### config.mk
export PLATFORM = sky130hd
export DESIGN_NAME = cfb_regs
export DESIGN_NICKNAME = d
export VERILOG_FILES = /design/src/rtl/cfb_pkg.sv /design/src/rtl/cfb_code_mem.sv /design/src/rtl/cfb_regs.sv
export SDC_FILE = /design/constraint.sdc
export NUM_CORES = 1
export LEC_CHECK = 0
export BUFFER_PORTS_ARGS = -buffer_cell sky130_fd_sc_hd__buf_2
export CAP_MARGIN = 5
export CORE_ASPECT_RATIO = 0.7
export CORE_MARGIN = 2
export CORE_UTILIZATION = 50
export DETAILED_ROUTE_END_ITERATION = 10
export PLACE_DENSITY = 0.69
export SLEW_MARGIN = 20
export SYNTH_ARGS = -nofsm -noshare
export SYNTH_HDL_FRONTEND = slang
export SYNTH_SLANG_ARGS = --single-unit
### constraint.sdc
create_clock -name i_core_clk -period 7.04 [get_ports i_core_clk]
set_input_delay 0 -clock i_core_clk [delete_from_list [all_inputs] [get_ports i_core_clk]]
set_output_delay 0 -clock i_core_clk [all_outputs]
set_load 0.01 [all_outputs]
### src/rtl/cfb_pkg.sv
// package for the acceptance filter / bus-off / error counter register block
// assumes a byte-wide register port with offsets as below
`default_nettype none
package cfb_pkg;
   // register offsets
   localparam logic [5:0] OFS_CTL1 = 6'h01;
   localparam logic [5:0] OFS_IDAC = 6'h0B;
   localparam logic [5:0] OFS_TEST = 6'h0C;
   localparam logic [5:0] OFS_MISC = 6'h0D;
   localparam logic [5:0] OFS_RXERR = 6'h0E;
   localparam logic [5:0] OFS_TXERR = 6'h0F;
   localparam logic [5:0] OFS_CODE_LO = 6'h10;
   localparam logic [5:0] OFS_CODE_HI = 6'h14;
   localparam logic [5:0] OFS_MASK_LO = 6'h18;
   localparam logic [5:0] OFS_MASK_HI = 6'h1C;
   localparam logic [5:0] OFS_STAT = 6'h20;
   // field positions
   localparam int CTL1_RECOVERY_SELECT_BIT = 3;
   localparam int CTL1_SLEEP_REQUEST_BIT = 1;
   localparam int CTL1_INIT_REQUEST_BIT = 0;
   localparam int IDAC_MODE_LSB = 4;
   localparam int MISC_HOLD_BIT = 0;
   localparam int STAT_SLEEP_ACK_BIT = 1;
   localparam int STAT_INIT_ACK_BIT = 0;
   localparam int STAT_BUSOFF_BIT = 2;
   localparam int STAT_ACCEPT_BIT = 3;
   // reset values
   localparam logic [7:0] RST_BYTE = 8'h00;
   localparam logic [1:0] RST_MODE = 2'h0;
   // fault confinement figures
   localparam logic [8:0] TEC_BUSOFF = 9'h100;
   localparam logic [7:0] ERR_PASSIVE = 8'h80;
   localparam logic [7:0] ERR_STEP_TX = 8'h08;
   localparam logic [7:0] ERR_STEP_RX = 8'h01;
   localparam logic [10:0] RECOVER_BITS = 11'h580;
   // filter organization codes
   typedef enum logic [1:0]
   {
      CFB_FILT_32 = 2'h0,
      CFB_FILT_16 = 2'h1,
      CFB_FILT_8 = 2'h2,
      CFB_FILT_CLOSED = 2'h3
   } cfb_filt_e;
   // bus-off state machine, gray along the path through CFB_HOLD
   typedef enum logic [1:0]
   {
      CFB_ACTIVE = 2'h0,
      CFB_BUSOFF = 2'h1,
      CFB_HOLD = 2'h3,
      CFB_RECOVER = 2'h2
   } cfb_state_e;
endpackage
`default_nettype wire

### src/rtl/cfb_code_mem.sv
// small byte memory holding the acceptance code and mask bytes
// assumes writes are already qualified by the caller; read data registered
`timescale 1ns/1ns
`default_nettype none
module cfb_code_mem
(
   input wire logic i_core_clk,
   input wire logic i_rst,
   input wire logic i_wr,
   input wire logic [3:0] i_waddr,
   input wire logic [7:0] i_wdata,
   input wire logic [3:0] i_raddr,
   output logic [7:0] o_rdata,
   output logic [127:0] o_all
);
   logic [7:0] mem [16];

   always_ff @(posedge i_core_clk or posedge i_rst)
   begin
      if (i_rst)
      begin
         for (int k = 0; k < 16; k++)
            mem[k] <= cfb_pkg::RST_BYTE;
      end
      else if (i_wr)
      begin
         mem[i_waddr] <= i_wdata;
      end
   end

   always_ff @(posedge i_core_clk or posedge i_rst)
   begin
      if (i_rst)
         o_rdata <= cfb_pkg::RST_BYTE;
      else
         o_rdata <= mem[i_raddr];
   end

   always_comb
   begin
      for (int k = 0; k < 16; k++)
         o_all[k*8 +: 8] = mem[k];
   end
endmodule
`default_nettype wire

### src/rtl/cfb_regs.sv
// acceptance filter, bus-off hold and error counter registers of a can controller
// assumes the protocol engine supplies one-cycle error event pulses and a
// received identifier with a done strobe; mode acknowledges come in as levels
//
// Summary of operation
// - test register reads zero, writes ignored
// - with recovery select, hold bus-off until request
// - clearing hold flag starts bus-off recovery
// - write one clears flag, zero ignored
// - receive count readable only in sleep/init
// - transmit count readable only in sleep/init
// - every message buffered, only accepted ones signalled
// - code bytes compared bitwise with identifier bytes
// - in 32-bit organization extended uses four pairs, standard two; 16-bit uses two, 8-bit one
// - code compare qualified by mask byte
// - code bytes writable only in init mode
// - clear mask bit must match, set ignored
// - organization selects 32/16/8 bit or closed
//
// The plain strobed port was decided locally.
`timescale 1ns/1ns
`default_nettype none
module cfb_regs
(
   input wire logic i_core_clk,
   input wire logic i_rst,
   input wire logic [5:0] i_addr,
   input wire logic [7:0] i_wdata,
   input wire logic i_wr,
   input wire logic i_rd,
   output logic [7:0] o_rdata,
   input wire logic i_sleep_acknowledge,
   input wire logic i_init_acknowledge,
   input wire logic i_tx_error,
   input wire logic i_rx_error,
   input wire logic i_tx_ok,
   input wire logic i_rx_ok,
   input wire logic i_recessive_bit,
   input wire logic i_rx_done,
   input wire logic i_rx_extended,
   input wire logic [31:0] i_identifier_bytes,
   output logic o_rx_buffer_load,
   output logic o_rx_accept,
   output logic [2:0] o_filter_hit,
   output logic o_busoff
);
   // ------------------------------------------------------------
   // mode and control bits
   // ------------------------------------------------------------
   logic [7:0] control_reg_one;
   logic [1:0] filter_organization;
   logic busoff_hold_flag;
   logic [7:0] receive_error_count;
   logic [8:0] tec;
   cfb_pkg::cfb_state_e state;
   logic [10:0] recover_cnt;
   logic [127:0] code_mask;
   logic [7:0] mem_rdata;
   logic mem_rd_q;
   logic [7:0] next_rdata;
   logic init_mode;
   logic sleep_mode;
   logic busoff_recovery_select;
   logic code_wr;
   logic [3:0] mem_addr;

   assign busoff_recovery_select = control_reg_one[cfb_pkg::CTL1_RECOVERY_SELECT_BIT];
   assign init_mode = control_reg_one[cfb_pkg::CTL1_INIT_REQUEST_BIT] & i_init_acknowledge;
   assign sleep_mode = control_reg_one[cfb_pkg::CTL1_SLEEP_REQUEST_BIT] & i_sleep_acknowledge;

   function automatic logic in_code_space(input logic [5:0] a);
      in_code_space = (a >= cfb_pkg::OFS_CODE_LO) && (a < cfb_pkg::OFS_STAT);
   endfunction

   always_ff @(posedge i_core_clk or posedge i_rst)
   begin
      if (i_rst)
         control_reg_one <= cfb_pkg::RST_BYTE;
      else if (i_wr && i_addr == cfb_pkg::OFS_CTL1)
         control_reg_one <= i_wdata;
   end

   always_ff @(posedge i_core_clk or posedge i_rst)
   begin
      if (i_rst)
         filter_organization <= cfb_pkg::RST_MODE;
      else if (i_wr && i_addr == cfb_pkg::OFS_IDAC && init_mode)
         filter_organization <= i_wdata[cfb_pkg::IDAC_MODE_LSB +: 2];
   end

   // ------------------------------------------------------------
   // acceptance code and mask storage
   // ------------------------------------------------------------
   // init-only writes
   assign code_wr = i_wr && in_code_space(i_addr) && init_mode;
   assign mem_addr = i_addr[3:0];

   cfb_code_mem u_mem
   (
      .i_core_clk(i_core_clk),
      .i_rst(i_rst),
      .i_wr(code_wr),
      .i_waddr(mem_addr),
      .i_wdata(i_wdata),
      .i_raddr(mem_addr),
      .o_rdata(mem_rdata),
      .o_all(code_mask)
   );

   // ------------------------------------------------------------
   // fault confinement counters
   // ------------------------------------------------------------
   // counter updates
   always_ff @(posedge i_core_clk or posedge i_rst)
   begin
      if (i_rst)
         receive_error_count <= cfb_pkg::RST_BYTE;
      else if (state == cfb_pkg::CFB_RECOVER && recover_cnt == '0)
         receive_error_count <= cfb_pkg::RST_BYTE;
      else if (i_rx_error && receive_error_count != 8'hFF)
         receive_error_count <= receive_error_count + cfb_pkg::ERR_STEP_RX;
      else if (i_rx_ok && receive_error_count > cfb_pkg::ERR_PASSIVE)
         receive_error_count <= cfb_pkg::ERR_PASSIVE - cfb_pkg::ERR_STEP_TX;
      else if (i_rx_ok && receive_error_count != 8'h00)
         receive_error_count <= receive_error_count - cfb_pkg::ERR_STEP_RX;
   end

   always_ff @(posedge i_core_clk or posedge i_rst)
   begin
      if (i_rst)
         tec <= 9'h000;
      else if (state == cfb_pkg::CFB_RECOVER && recover_cnt == '0)
         tec <= 9'h000;
      else if (state != cfb_pkg::CFB_ACTIVE)
         tec <= tec;
      else if (i_tx_error)
         tec <= tec + {1'b0, cfb_pkg::ERR_STEP_TX};
      else if (i_tx_ok && tec != 9'h000)
         tec <= tec - 9'h001;
   end

   // ------------------------------------------------------------
   // bus-off handling
   // ------------------------------------------------------------
   logic hold_clear;
   assign hold_clear = i_wr && i_addr == cfb_pkg::OFS_MISC && i_wdata[cfb_pkg::MISC_HOLD_BIT];

   always_ff @(posedge i_core_clk or posedge i_rst)
   begin
      if (i_rst)
      begin
         state <= cfb_pkg::CFB_ACTIVE;
      end
      else
      begin
         case (state)
            cfb_pkg::CFB_ACTIVE:
               if (tec >= cfb_pkg::TEC_BUSOFF)
                  state <= cfb_pkg::CFB_BUSOFF;
            cfb_pkg::CFB_BUSOFF:
               if (busoff_recovery_select)
                  state <= cfb_pkg::CFB_HOLD;
               else
                  state <= cfb_pkg::CFB_RECOVER;
            cfb_pkg::CFB_HOLD:
               if (hold_clear || !busoff_recovery_select)
                  state <= cfb_pkg::CFB_RECOVER;
            cfb_pkg::CFB_RECOVER:
               if (recover_cnt == '0)
                  state <= cfb_pkg::CFB_ACTIVE;
            default:
               state <= cfb_pkg::CFB_ACTIVE;
         endcase
      end
   end

   // recovery waits for recessive bits, counted as the engine reports them
   always_ff @(posedge i_core_clk or posedge i_rst)
   begin
      if (i_rst)
         recover_cnt <= cfb_pkg::RECOVER_BITS;
      else if (state != cfb_pkg::CFB_RECOVER)
         recover_cnt <= cfb_pkg::RECOVER_BITS;
      else if (i_recessive_bit && recover_cnt != '0)
         recover_cnt <= recover_cnt - 11'h001;
   end

   always_ff @(posedge i_core_clk or posedge i_rst)
   begin
      if (i_rst)
         busoff_hold_flag <= 1'b0;
      else
         busoff_hold_flag <= busoff_recovery_select
                             && (state == cfb_pkg::CFB_BUSOFF
                                 || (state == cfb_pkg::CFB_HOLD && !hold_clear));
   end

   assign o_busoff = (state != cfb_pkg::CFB_ACTIVE);

   // ------------------------------------------------------------
   // acceptance filter
   // ------------------------------------------------------------
   // bitwise compare
   function automatic logic byte_hit(input logic [7:0] id, input logic [7:0] code,
                                     input logic [7:0] mask);
      byte_hit = &((~(id ^ code)) | mask);
   endfunction

   logic [7:0] hit_vec;
   logic [7:0] idb [4];
   logic [7:0] cb [8];
   logic [7:0] mb [8];

   always_comb
   begin
      for (int k = 0; k < 4; k++)
         idb[k] = i_identifier_bytes[31 - 8*k -: 8];
      for (int k = 0; k < 8; k++)
      begin
         cb[k] = code_mask[k*8 +: 8];
         mb[k] = code_mask[64 + k*8 +: 8];
      end
   end

   always_comb
   begin
      hit_vec = 8'h00;
      case (cfb_pkg::cfb_filt_e'(filter_organization))
         cfb_pkg::CFB_FILT_32:
            for (int f = 0; f < 2; f++)
               hit_vec[f] = byte_hit(idb[0], cb[4*f], mb[4*f])
                            && byte_hit(idb[1], cb[4*f+1], mb[4*f+1])
                            && (!i_rx_extended
                                || (byte_hit(idb[2], cb[4*f+2], mb[4*f+2])
                                    && byte_hit(idb[3], cb[4*f+3], mb[4*f+3])));
         cfb_pkg::CFB_FILT_16:
            for (int f = 0; f < 4; f++)
               hit_vec[f] = byte_hit(idb[0], cb[2*f], mb[2*f])
                            && byte_hit(idb[1], cb[2*f+1], mb[2*f+1]);
         cfb_pkg::CFB_FILT_8:
            for (int f = 0; f < 8; f++)
               hit_vec[f] = byte_hit(idb[0], cb[f], mb[f]);
         default:
            hit_vec = 8'h00;
      endcase
   end

   logic [2:0] first_hit;
   always_comb
   begin
      first_hit = 3'h0;
      for (int f = 7; f >= 0; f--)
         if (hit_vec[f])
            first_hit = f[2:0];
   end

   always_ff @(posedge i_core_clk or posedge i_rst)
   begin
      if (i_rst)
      begin
         o_rx_buffer_load <= 1'b0;
         o_rx_accept <= 1'b0;
         o_filter_hit <= 3'h0;
      end
      else
      begin
         o_rx_buffer_load <= i_rx_done;
         o_rx_accept <= i_rx_done && (hit_vec != 8'h00);
         if (i_rx_done && hit_vec != 8'h00)
            o_filter_hit <= first_hit;
      end
   end

   // ------------------------------------------------------------
   // read path
   // ------------------------------------------------------------
   always_ff @(posedge i_core_clk or posedge i_rst)
   begin
      if (i_rst)
         mem_rd_q <= 1'b0;
      else
         mem_rd_q <= i_rd && in_code_space(i_addr);
   end

   always_ff @(posedge i_core_clk or posedge i_rst)
   begin
      if (i_rst)
         next_rdata <= cfb_pkg::RST_BYTE;
      else if (!i_rd)
         next_rdata <= cfb_pkg::RST_BYTE;
      else
      begin
         case (i_addr)
            cfb_pkg::OFS_CTL1:
               next_rdata <= control_reg_one;
            cfb_pkg::OFS_IDAC:
               next_rdata <= {2'b00, filter_organization, 1'b0, o_filter_hit};
            cfb_pkg::OFS_TEST:
               next_rdata <= cfb_pkg::RST_BYTE;
            cfb_pkg::OFS_MISC:
               next_rdata <= {7'h00, busoff_hold_flag};
            cfb_pkg::OFS_RXERR:
               next_rdata <= (sleep_mode || init_mode) ? receive_error_count
                                                       : cfb_pkg::RST_BYTE;
            cfb_pkg::OFS_TXERR:
               next_rdata <= (sleep_mode || init_mode) ? tec[7:0] : cfb_pkg::RST_BYTE;
            cfb_pkg::OFS_STAT:
               next_rdata <= {4'h0, o_rx_accept, o_busoff, i_sleep_acknowledge,
                              i_init_acknowledge};
            default:
               next_rdata <= cfb_pkg::RST_BYTE;
         endcase
      end
   end

   assign o_rdata = mem_rd_q ? mem_rdata : next_rdata;

   // ------------------------------------------------------------
   // checks
   // ------------------------------------------------------------
   AST_TEST_ZERO: assert property (@(posedge i_core_clk) disable iff (i_rst)
      i_rd && i_addr == cfb_pkg::OFS_TEST |=> o_rdata == 8'h00)
      else $error("test register read not zero");
   AST_HOLD_SET: assert property (@(posedge i_core_clk) disable iff (i_rst)
      state == cfb_pkg::CFB_BUSOFF && busoff_recovery_select && !hold_clear
      |=> busoff_hold_flag)
      else $error("hold flag not set on bus-off");
   AST_HOLD_STAYS: assert property (@(posedge i_core_clk) disable iff (i_rst)
      state == cfb_pkg::CFB_HOLD && !hold_clear && busoff_recovery_select
      |=> state == cfb_pkg::CFB_HOLD)
      else $error("left hold without request");
   AST_CLEAR: assert property (@(posedge i_core_clk) disable iff (i_rst)
      state == cfb_pkg::CFB_HOLD && hold_clear |=> !busoff_hold_flag
      ##0 state == cfb_pkg::CFB_RECOVER)
      else $error("hold clear did not start recovery");
   AST_RX_GATE: assert property (@(posedge i_core_clk) disable iff (i_rst)
      i_rd && i_addr == cfb_pkg::OFS_RXERR && !sleep_mode && !init_mode |=> o_rdata == 8'h00)
      else $error("receive count leaked outside sleep/init");
   AST_TX_READ: assert property (@(posedge i_core_clk) disable iff (i_rst)
      i_rd && i_addr == cfb_pkg::OFS_TXERR && init_mode |=> o_rdata == $past(tec[7:0]))
      else $error("transmit count read wrong");
   AST_LOAD: assert property (@(posedge i_core_clk) disable iff (i_rst)
      i_rx_done |=> o_rx_buffer_load ##0 (o_rx_accept == $past(hit_vec != 8'h00)))
      else $error("receive load or accept wrong");
   AST_CLOSED: assert property (@(posedge i_core_clk) disable iff (i_rst)
      filter_organization == cfb_pkg::CFB_FILT_CLOSED && i_rx_done |=> !o_rx_accept)
      else $error("closed filter accepted");
   AST_NO_HOLD: assert property (@(posedge i_core_clk) disable iff (i_rst)
      !busoff_recovery_select ##1 !busoff_recovery_select |-> !busoff_hold_flag)
      else $error("hold flag set without recovery select");
endmodule
`default_nettype wire

==> results.md, run 1 <==
• highest clock frequency the design can meet: 313.6 MHz
• static power due to leakage: 5.195 nW
• share of the cycle needed by the critical path after routing: 0.4530
• Primary FF master, synth: sky130_fd_sc_hd__dfrtp_1
• Crit. End Element: register
• slew of the pin with the lowest slew margin: 1.124 ns
• sum of net half-perimeters after detailed placement: 23.65 mm
• insertion delay to the later sink of the worst-skew pair: 0.44 ns
• Fillers: 1,812
• TritonCTS Sinks: 191
• total CTS buffers: 17
• most frequent cells in the layout: 188 x sky130_fd_sc_hd__dfrtp_1, 146 x sky130_fd_sc_hd__mux2_2, 138 x sky130_fd_sc_hd__xnor2_1, 72 x sky130_fd_sc_hd__buf_2, 66 x sky130_fd_sc_hd__nor2_1
• Post-Syn Instances: 958
• number of flops mapped to enable cells by yosys: 0
• multi-input gate area in the final layout: 5966 µm²
• detail-routed via count per cell: 6.414
• number of placed I/O pins: 73
• outcome: completed
• largest area contributor in the synthesized netlist: sky130_fd_sc_hd__dfrtp_1
• die area: 23,260 µm²
• worst IR drop on VDD: 0.1889 mV
• largest net degree at the start of global routing: 111
• deepest level of the CTS H-tree: 4
• endpoint arrival time on the critical path: 3.51 ns
• largest cells by area after synthesis: sky130_fd_sc_hd__dfrtp_1 43%, sky130_fd_sc_hd__mux2_2 15%, sky130_fd_sc_hd__xnor2_1 11%
• Root Buffer: sky130_fd_sc_hd__clkbuf_16
• number of DRC markers in iteration 0: 1,083
• Die Span Y: 128.2 µm
• DIE WIDTH: 181.4 µm
• post-synthesis area per instance: 11.50 µm²
• number of hold violations in the final report: 0
• layout cell share with drive strength beyond 1: 0.3043
• Tmin final: 3.189 ns
• Rel. slew slack: 0.2477
• Comb pwr share: 0.152
• number of nets in the layout: 1,079
• internal cell power: 1.817 mW
• Port Buffers: 72
• kind of launch point of the worst setup path: register
• total wire length after detailed routing: 32.79 mm
• Clock Pin Slew Worst Setup and Hold Paths: 0.07 ns
• number of diodes added for antenna fixing: 0
• power share of the sequential group: 0.490
• P&R area growth vs syn: 10.87%
• Area after DPL: 11,570 µm²
• number of setup violations in the final report: 0
• combined flip-flop and latch cell area: 4783 µm²
• hold bufs inserted after CTS: 8
• number of warning messages in the yosys log: 0
• post-DR wirelength/cell: 25.15 µm
• register area share after synthesis: 0.4342
• count of max-cap constraint violations: 0
• Switching Fraction: 0.2992
• Final GP Congestion: 0.9810
• Synth Cell Area: 11,020 µm²
• Slew Viols, Final: 0
• detailed-route DRC error count: 0
• first-pass detailed-route iteration total: 6
• via count of the routed design: 8,364
• setup repair bufs after CTS: 0
• Antenna Nets Post-Route: 0
• hold crit path type: in -> reg
• placeable core region: 21,680 µm²
• share of synthesized registers carrying an async set or reset: 1.000
• first-pass GRT wire length: 50.07 mm
• part of the power in the clock network: 0.358
• critical path required time: 7.36 ns
• total number of placement rows: 45
• via count of the first global-routing pass: 8,028
• overflow left after global routing: 0
• post-cts resize count: 0
• total negative setup slack: 0 ns
• synthesis-stage register bit count: 191
• setup repair after global routing missed its margin: no
• Worst Path Max Fanout: 11
• switching power summed over all nets: 775.9 µW
• unique cell type count in the Yosys netlist: 57
• buffers from clock root to sink, at most: 2
• most common cell after layout, fill and taps aside: sky130_fd_sc_hd__dfrtp_1
• CTS tree: built
• initial antenna violation count: 0
• fraction of synthesized cell area taken by the top area cell type: 0.4270
• total routing resource utilization after global routing: 0.2935
• post-synthesis net count: 1,028
• clock tree skew after final layout: 0.01248 ns
• CP Class: reg -> reg
• effective utilization at floorplan: 0.5082
• post-route cell area: 12,210 µm²
• Pwr Density: 212.3 nW/µm²
## stage by stage
stage          total power, mW  hold slack [ns]  cells    util  worst slack, ns
2_1_floorplan            1.551          0.03143    958       -            1.846
3_3_place_gp             1.666           0.1601   1264  0.5338            4.092
3_5_place_dp             1.673           0.1615   1264  0.5338            3.903
4_1_cts                  2.601         0.005186   1304  0.5633            3.897
5_1_grt                  2.707          0.02517   1304  0.5635            3.536
6_report                 2.593          0.01219   1304  0.5635            3.851
## worst paths after layout
kind | from | depth (start not counted) | to | slack, ns
max reg2reg | receive_error_count[0] | 9 | receive_error_count[2] | 3.85
max | receive_error_count[0] | 9 | receive_error_count[2] | 3.85
min in group asynchronous | i_rst | 3 | u_mem.o_all[95] | 0.26
max in group asynchronous | i_rst | 4 | u_mem.o_all[59] | 5.57
min reg2reg | control_reg_one[2] | 1 | control_reg_one[2] | 0.51
min | i_addr[4] | 3 | next_rdata[2] | 0.01
## sequential cells by signal, indices dropped and copies added, names as in the netlist
signal	cells
o_rx_accept	1
control_reg_one	8
filter_organization	2
busoff_hold_flag	1
tec	9
u_mem.o_rdata	8
o_rx_buffer_load	1
mem_rd_q	1
state	2
recover_cnt	11
receive_error_count	8
o_filter_hit	3
u_mem.o_all	128
next_rdata	8
## kinds of logic after synthesis
family,count (synthesis),share of synthesized area
and+or+nand+nor,187,0.08518
buffers and inverters,71,0.02430
AOI/OAI and AO/OA,170,0.09994
muxes,186,0.2310
xor gates and xnor gates,142,0.1129
adders and majority gates,11,0.01249
DFF,191,0.4342
## critical path: stages, from the launching register on
cell                      delay (ns)
sky130_fd_sc_hd__dfrtp_1        0.56
sky130_fd_sc_hd__ha_1           0.23
sky130_fd_sc_hd__nand3_1        0.18
sky130_fd_sc_hd__o31ai_1        0.80
sky130_fd_sc_hd__nand2_1        0.22
sky130_fd_sc_hd__nor2_1         0.55
sky130_fd_sc_hd__a211o_1        0.27
sky130_fd_sc_hd__nor2_1         0.06
sky130_fd_sc_hd__o21ai_0        0.13
sky130_fd_sc_hd__o21ai_1        0.08
## area by class of cell
type / instances / area share
multi-input combinational: 696 / 0.4884
sequential: 191 / 0.3916
timing repair buffer: 84 / 0.03882
clock buffer: 20 / 0.03739
tap: 282 / 0.02889
clock inverter: 12 / 0.008400
inverter: 19 / 0.006454
## routing by layer
layer  track usage  part of all wire  up-vias
li1              -                 -     3604
met1        0.4314              0.44     4183
met2        0.4012              0.42      506
met3        0.1014              0.12       69
met4       0.09708             0.027        2
met5       0.02316            0.0021        -
## power by group through the flow
stage | clock network [mW] | registers [mW] | logic, mW
after global placement | 0 | 1.28 | 0.383
after floorplan | 0 | 1.23 | 0.323
final | 0.928 | 1.27 | 0.394
after detailed placement | 0 | 1.29 | 0.385
after global routing | 0.987 | 1.28 | 0.437
after CTS | 0.944 | 1.27 | 0.389
## cells in the mapped netlist, types with 3 or more instances
cell / number
sky130_fd_sc_hd__a22oi_1: 17
sky130_fd_sc_hd__nand2b_1: 5
sky130_fd_sc_hd__nor2_1: 66
sky130_fd_sc_hd__o22ai_1: 54
sky130_fd_sc_hd__o22a_1: 5
sky130_fd_sc_hd__nor4_1: 14
sky130_fd_sc_hd__o211ai_1: 6
sky130_fd_sc_hd__dfrtp_1: 188
sky130_fd_sc_hd__o31ai_1: 7
sky130_fd_sc_hd__o21ai_0: 34
sky130_fd_sc_hd__or3_1: 4
sky130_fd_sc_hd__and2_1: 8
sky130_fd_sc_hd__mux4_2: 40
sky130_fd_sc_hd__xor2_1: 4
sky130_fd_sc_hd__ha_1: 11
sky130_fd_sc_hd__nor3_1: 12
sky130_fd_sc_hd__inv_1: 19
sky130_fd_sc_hd__nor2b_1: 4
sky130_fd_sc_hd__a21boi_0: 4
sky130_fd_sc_hd__nand3_1: 13
sky130_fd_sc_hd__or2_2: 7
sky130_fd_sc_hd__buf_1: 4
sky130_fd_sc_hd__o21ai_1: 3
sky130_fd_sc_hd__xnor2_1: 138
sky130_fd_sc_hd__clkbuf_1: 47
sky130_fd_sc_hd__nand2_1: 36
sky130_fd_sc_hd__nand3b_1: 3
sky130_fd_sc_hd__a41oi_1: 3
sky130_fd_sc_hd__mux2_2: 146
sky130_fd_sc_hd__a21oi_1: 19
sky130_fd_sc_hd__nor3b_1: 3
sky130_fd_sc_hd__dfstp_2: 3
Note: power is estimated with default switching activity, not from simulation.
==> run 2: changes to the inputs <==
==> constraint.sdc (replaced) <==
create_clock -name i_core_clk -period 3.3 [get_ports i_core_clk]
set_input_delay 0 -clock i_core_clk [delete_from_list [all_inputs] [get_ports i_core_clk]]
set_output_delay 0 -clock i_core_clk [all_outputs]
set_load 0.01 [all_outputs]
==> results.md, run 2 (synthesis results as in run 1) <==
• multi-input gate area in the final layout: 5966 µm², unchanged
• via count of the routed design: 8,382, +0.22%
• total wire length after detailed routing: 32.64 mm, -0.47%
• slowest library cell on the worst path: sky130_fd_sc_hd__or4b_2
• Slew Viols, Final: 0, unchanged
• number of diodes added for antenna fixing: 0, unchanged
• detailed-route DRC error count: 0, unchanged
• total CTS buffers: 17, unchanged
• slew of the pin with the lowest slew margin: 0.7967 ns, -0.3276 ns
• most frequent cells in the layout: 188 x sky130_fd_sc_hd__dfrtp_1, 146 x sky130_fd_sc_hd__mux2_2, 138 x sky130_fd_sc_hd__xnor2_1, 72 x sky130_fd_sc_hd__buf_2, 66 x sky130_fd_sc_hd__nor2_1
• Pwr Density: 456.2 nW/µm², +110%
• critical path required time: 3.63 ns, -3.73 ns
• largest net degree at the start of global routing: 192, +73%
• number of hold violations in the final report: 0, unchanged
• Worst Path Max Fanout: 9, -2
• TritonCTS Sinks: 191, unchanged
• hold bufs inserted after CTS: 11, +3
• count of max-cap constraint violations: 0, unchanged
• endpoint arrival time on the critical path: 3.36 ns, -0.15 ns
• number of flip-flops under the largest register name: 128, unchanged
• via count of the first global-routing pass: 8,027, -0.012%
• layout cell share with drive strength beyond 1: 0.3145, +0.01017
• first-pass GRT wire length: 48.97 mm, -2.2%
• Tmin final: 3.027 ns, -0.1622 ns
• setup repair bufs after CTS: 0, unchanged
• max incr delay on CP: 0.63 ns, -0.17 ns
• combined flip-flop and latch cell area: 4783 µm², unchanged
• most used cell along the critical path: sky130_fd_sc_hd__inv_1
• Crit. End Element: register
• buffers from clock root to sink, at most: 2, unchanged
• share of the cycle needed by the critical path after routing: 0.9172, +0.4642
• most common cell after layout, fill and taps aside: sky130_fd_sc_hd__dfrtp_1
• effective utilization at floorplan: 0.5082, unchanged
• outcome: completed
• static power due to leakage: 5.326 nW, +2.5%
• worst IR drop on VDD: 0.3433 mV, +82%
• Fillers: 1,788, -1.3%
• Rel. slew slack: 0.4644, +0.2167
• number of setup violations in the final report: 0, unchanged
• P&R area growth vs syn: 12.83%
• Clock Pin Slew Worst Setup and Hold Paths: 0.07 ns, about the same
• tightest hold margin: 0.05906 ns, +0.04688 ns
• number of DRC markers in iteration 0: 1,085, +0.18%
• total routing resource utilization after global routing: 0.2871, -0.006374
• CTS tree: built
• setup repair after global routing missed its margin: no
• insertion delay to the later sink of the worst-skew pair: 0.45 ns, about the same
• highest clock frequency the design can meet: 330.4 MHz, +5.4%
• initial antenna violation count: 0, unchanged
• Die Span Y: 128.2 µm, unchanged
• overflow left after global routing: 0, unchanged
• placeable core region: 21,680 µm², unchanged
• sum of net half-perimeters after detailed placement: 23.91 mm, +1.1%
• first-pass detailed-route iteration total: 7, +1
• clock tree skew after final layout: 0.009825 ns, -0.002655 ns
• post-route core utilization: 0.5734, +0.009986
• Port Buffers: 72, unchanged
• CP Class: reg -> reg
• deepest level of the CTS H-tree: 4, unchanged
• hold crit path type: in -> reg
• number of nets in the layout: 1,101, +2.0%
• post-cts resize count: 0, unchanged
• DIE WIDTH: 181.4 µm, unchanged
• detail-routed via count per cell: 6.326, -1.4%
• post-DR wirelength/cell: 24.63 µm, -2.1%
• total negative setup slack: 0 ns, unchanged
• CP cell instances: inv_1 -> ha_1 -> or4b_2 -> or2_2 -> o41ai_1 -> inv_1 -> o21ai_1 -> nor3b_1 -> xnor2_1 -> nor2_1
• total number of placement rows: 45, unchanged
• Antenna Nets Post-Route: 0, unchanged
• Final GP Congestion: 0.9674, -1.4%
• die area: 23,260 µm², unchanged
• number of placed I/O pins: 73, unchanged
• kind of launch point of the worst setup path: register
• Root Buffer: sky130_fd_sc_hd__clkbuf_16
==> run 2: layout make-up <==
cell class,instances,area share
Tap cell,282,0.02838
Sequential cell,191,0.3848
Inverter,19,0.006039
Timing Repair Buffer,106,0.05435
Clock buffer,20,0.03593
Clock inverter,11,0.01057
Multi-Input combinational cell,696,0.4799
==> run 2: worst max-delay path, delay by kind of cell (launching register included) <==
| kind | cells | cell delay (ns) |
|---|---|---|
| buffers and inverters | 2 | 0.20 |
| XOR/XNOR | 1 | 0.16 |
| AND/OR/NAND/NOR | 4 | 1.13 |
| AO/OA/AOI/OAI | 2 | 0.84 |
| flip-flops | 1 | 0.39 |
| adder cells (fa/ha/maj) | 1 | 0.19 |
==> run 2: path summary, 6_finish.rpt <==
path                               startpoint                endpoint  slack (ns)  cells past startpoint
min in group asynchronous               i_rst          u_mem.o_all[5]        0.20                      4
min                        i_init_acknowledge  filter_organization[1]        0.06                      5
min reg2reg                control_reg_one[5]      control_reg_one[5]        0.51                      1
max in group asynchronous               i_rst         u_mem.o_all[38]        2.18                      5
max reg2reg                            tec[0]                  tec[2]        0.27                     10
max                                    tec[0]                  tec[2]        0.27                     10
==> run 2: metrics by stage <==
| stage | power (mW) | setup WS (ns) | instances | area [µm²] |
|---|---|---|---|---|
| 2_1_floorplan | 3.310 | 0.6949 | 958 | 11020 |
| 3_3_place_gp | 3.569 | 0.4414 | 1282 | 11720 |
| 3_5_place_dp | 3.588 | 0.3202 | 1282 | 11720 |
| 4_1_cts | 5.679 | 0.2909 | 1324 | 12400 |
| 5_1_grt | 5.900 | 0.05489 | 1325 | 12430 |
| 6_report | 5.671 | 0.2732 | 1325 | 12430 |
==> run 2: report_power, final <==
group	internal [mW]	leakage, nW	switching, mW
Combinational	0.387	2.46	0.511
Clock	1.14	0.274	0.949
Sequential	2.49	2.59	0.190
Total	4.02	5.33	1.65
==> run 2: routing by layer <==
layer	vias to the layer above	global-route usage	routed length (µm)
met5	-	0	0
met4	0	0.09900	744
met3	54	0.09631	3890
met2	437	0.3935	13590
met1	4238	0.4236	14420
li1	3653	-	-
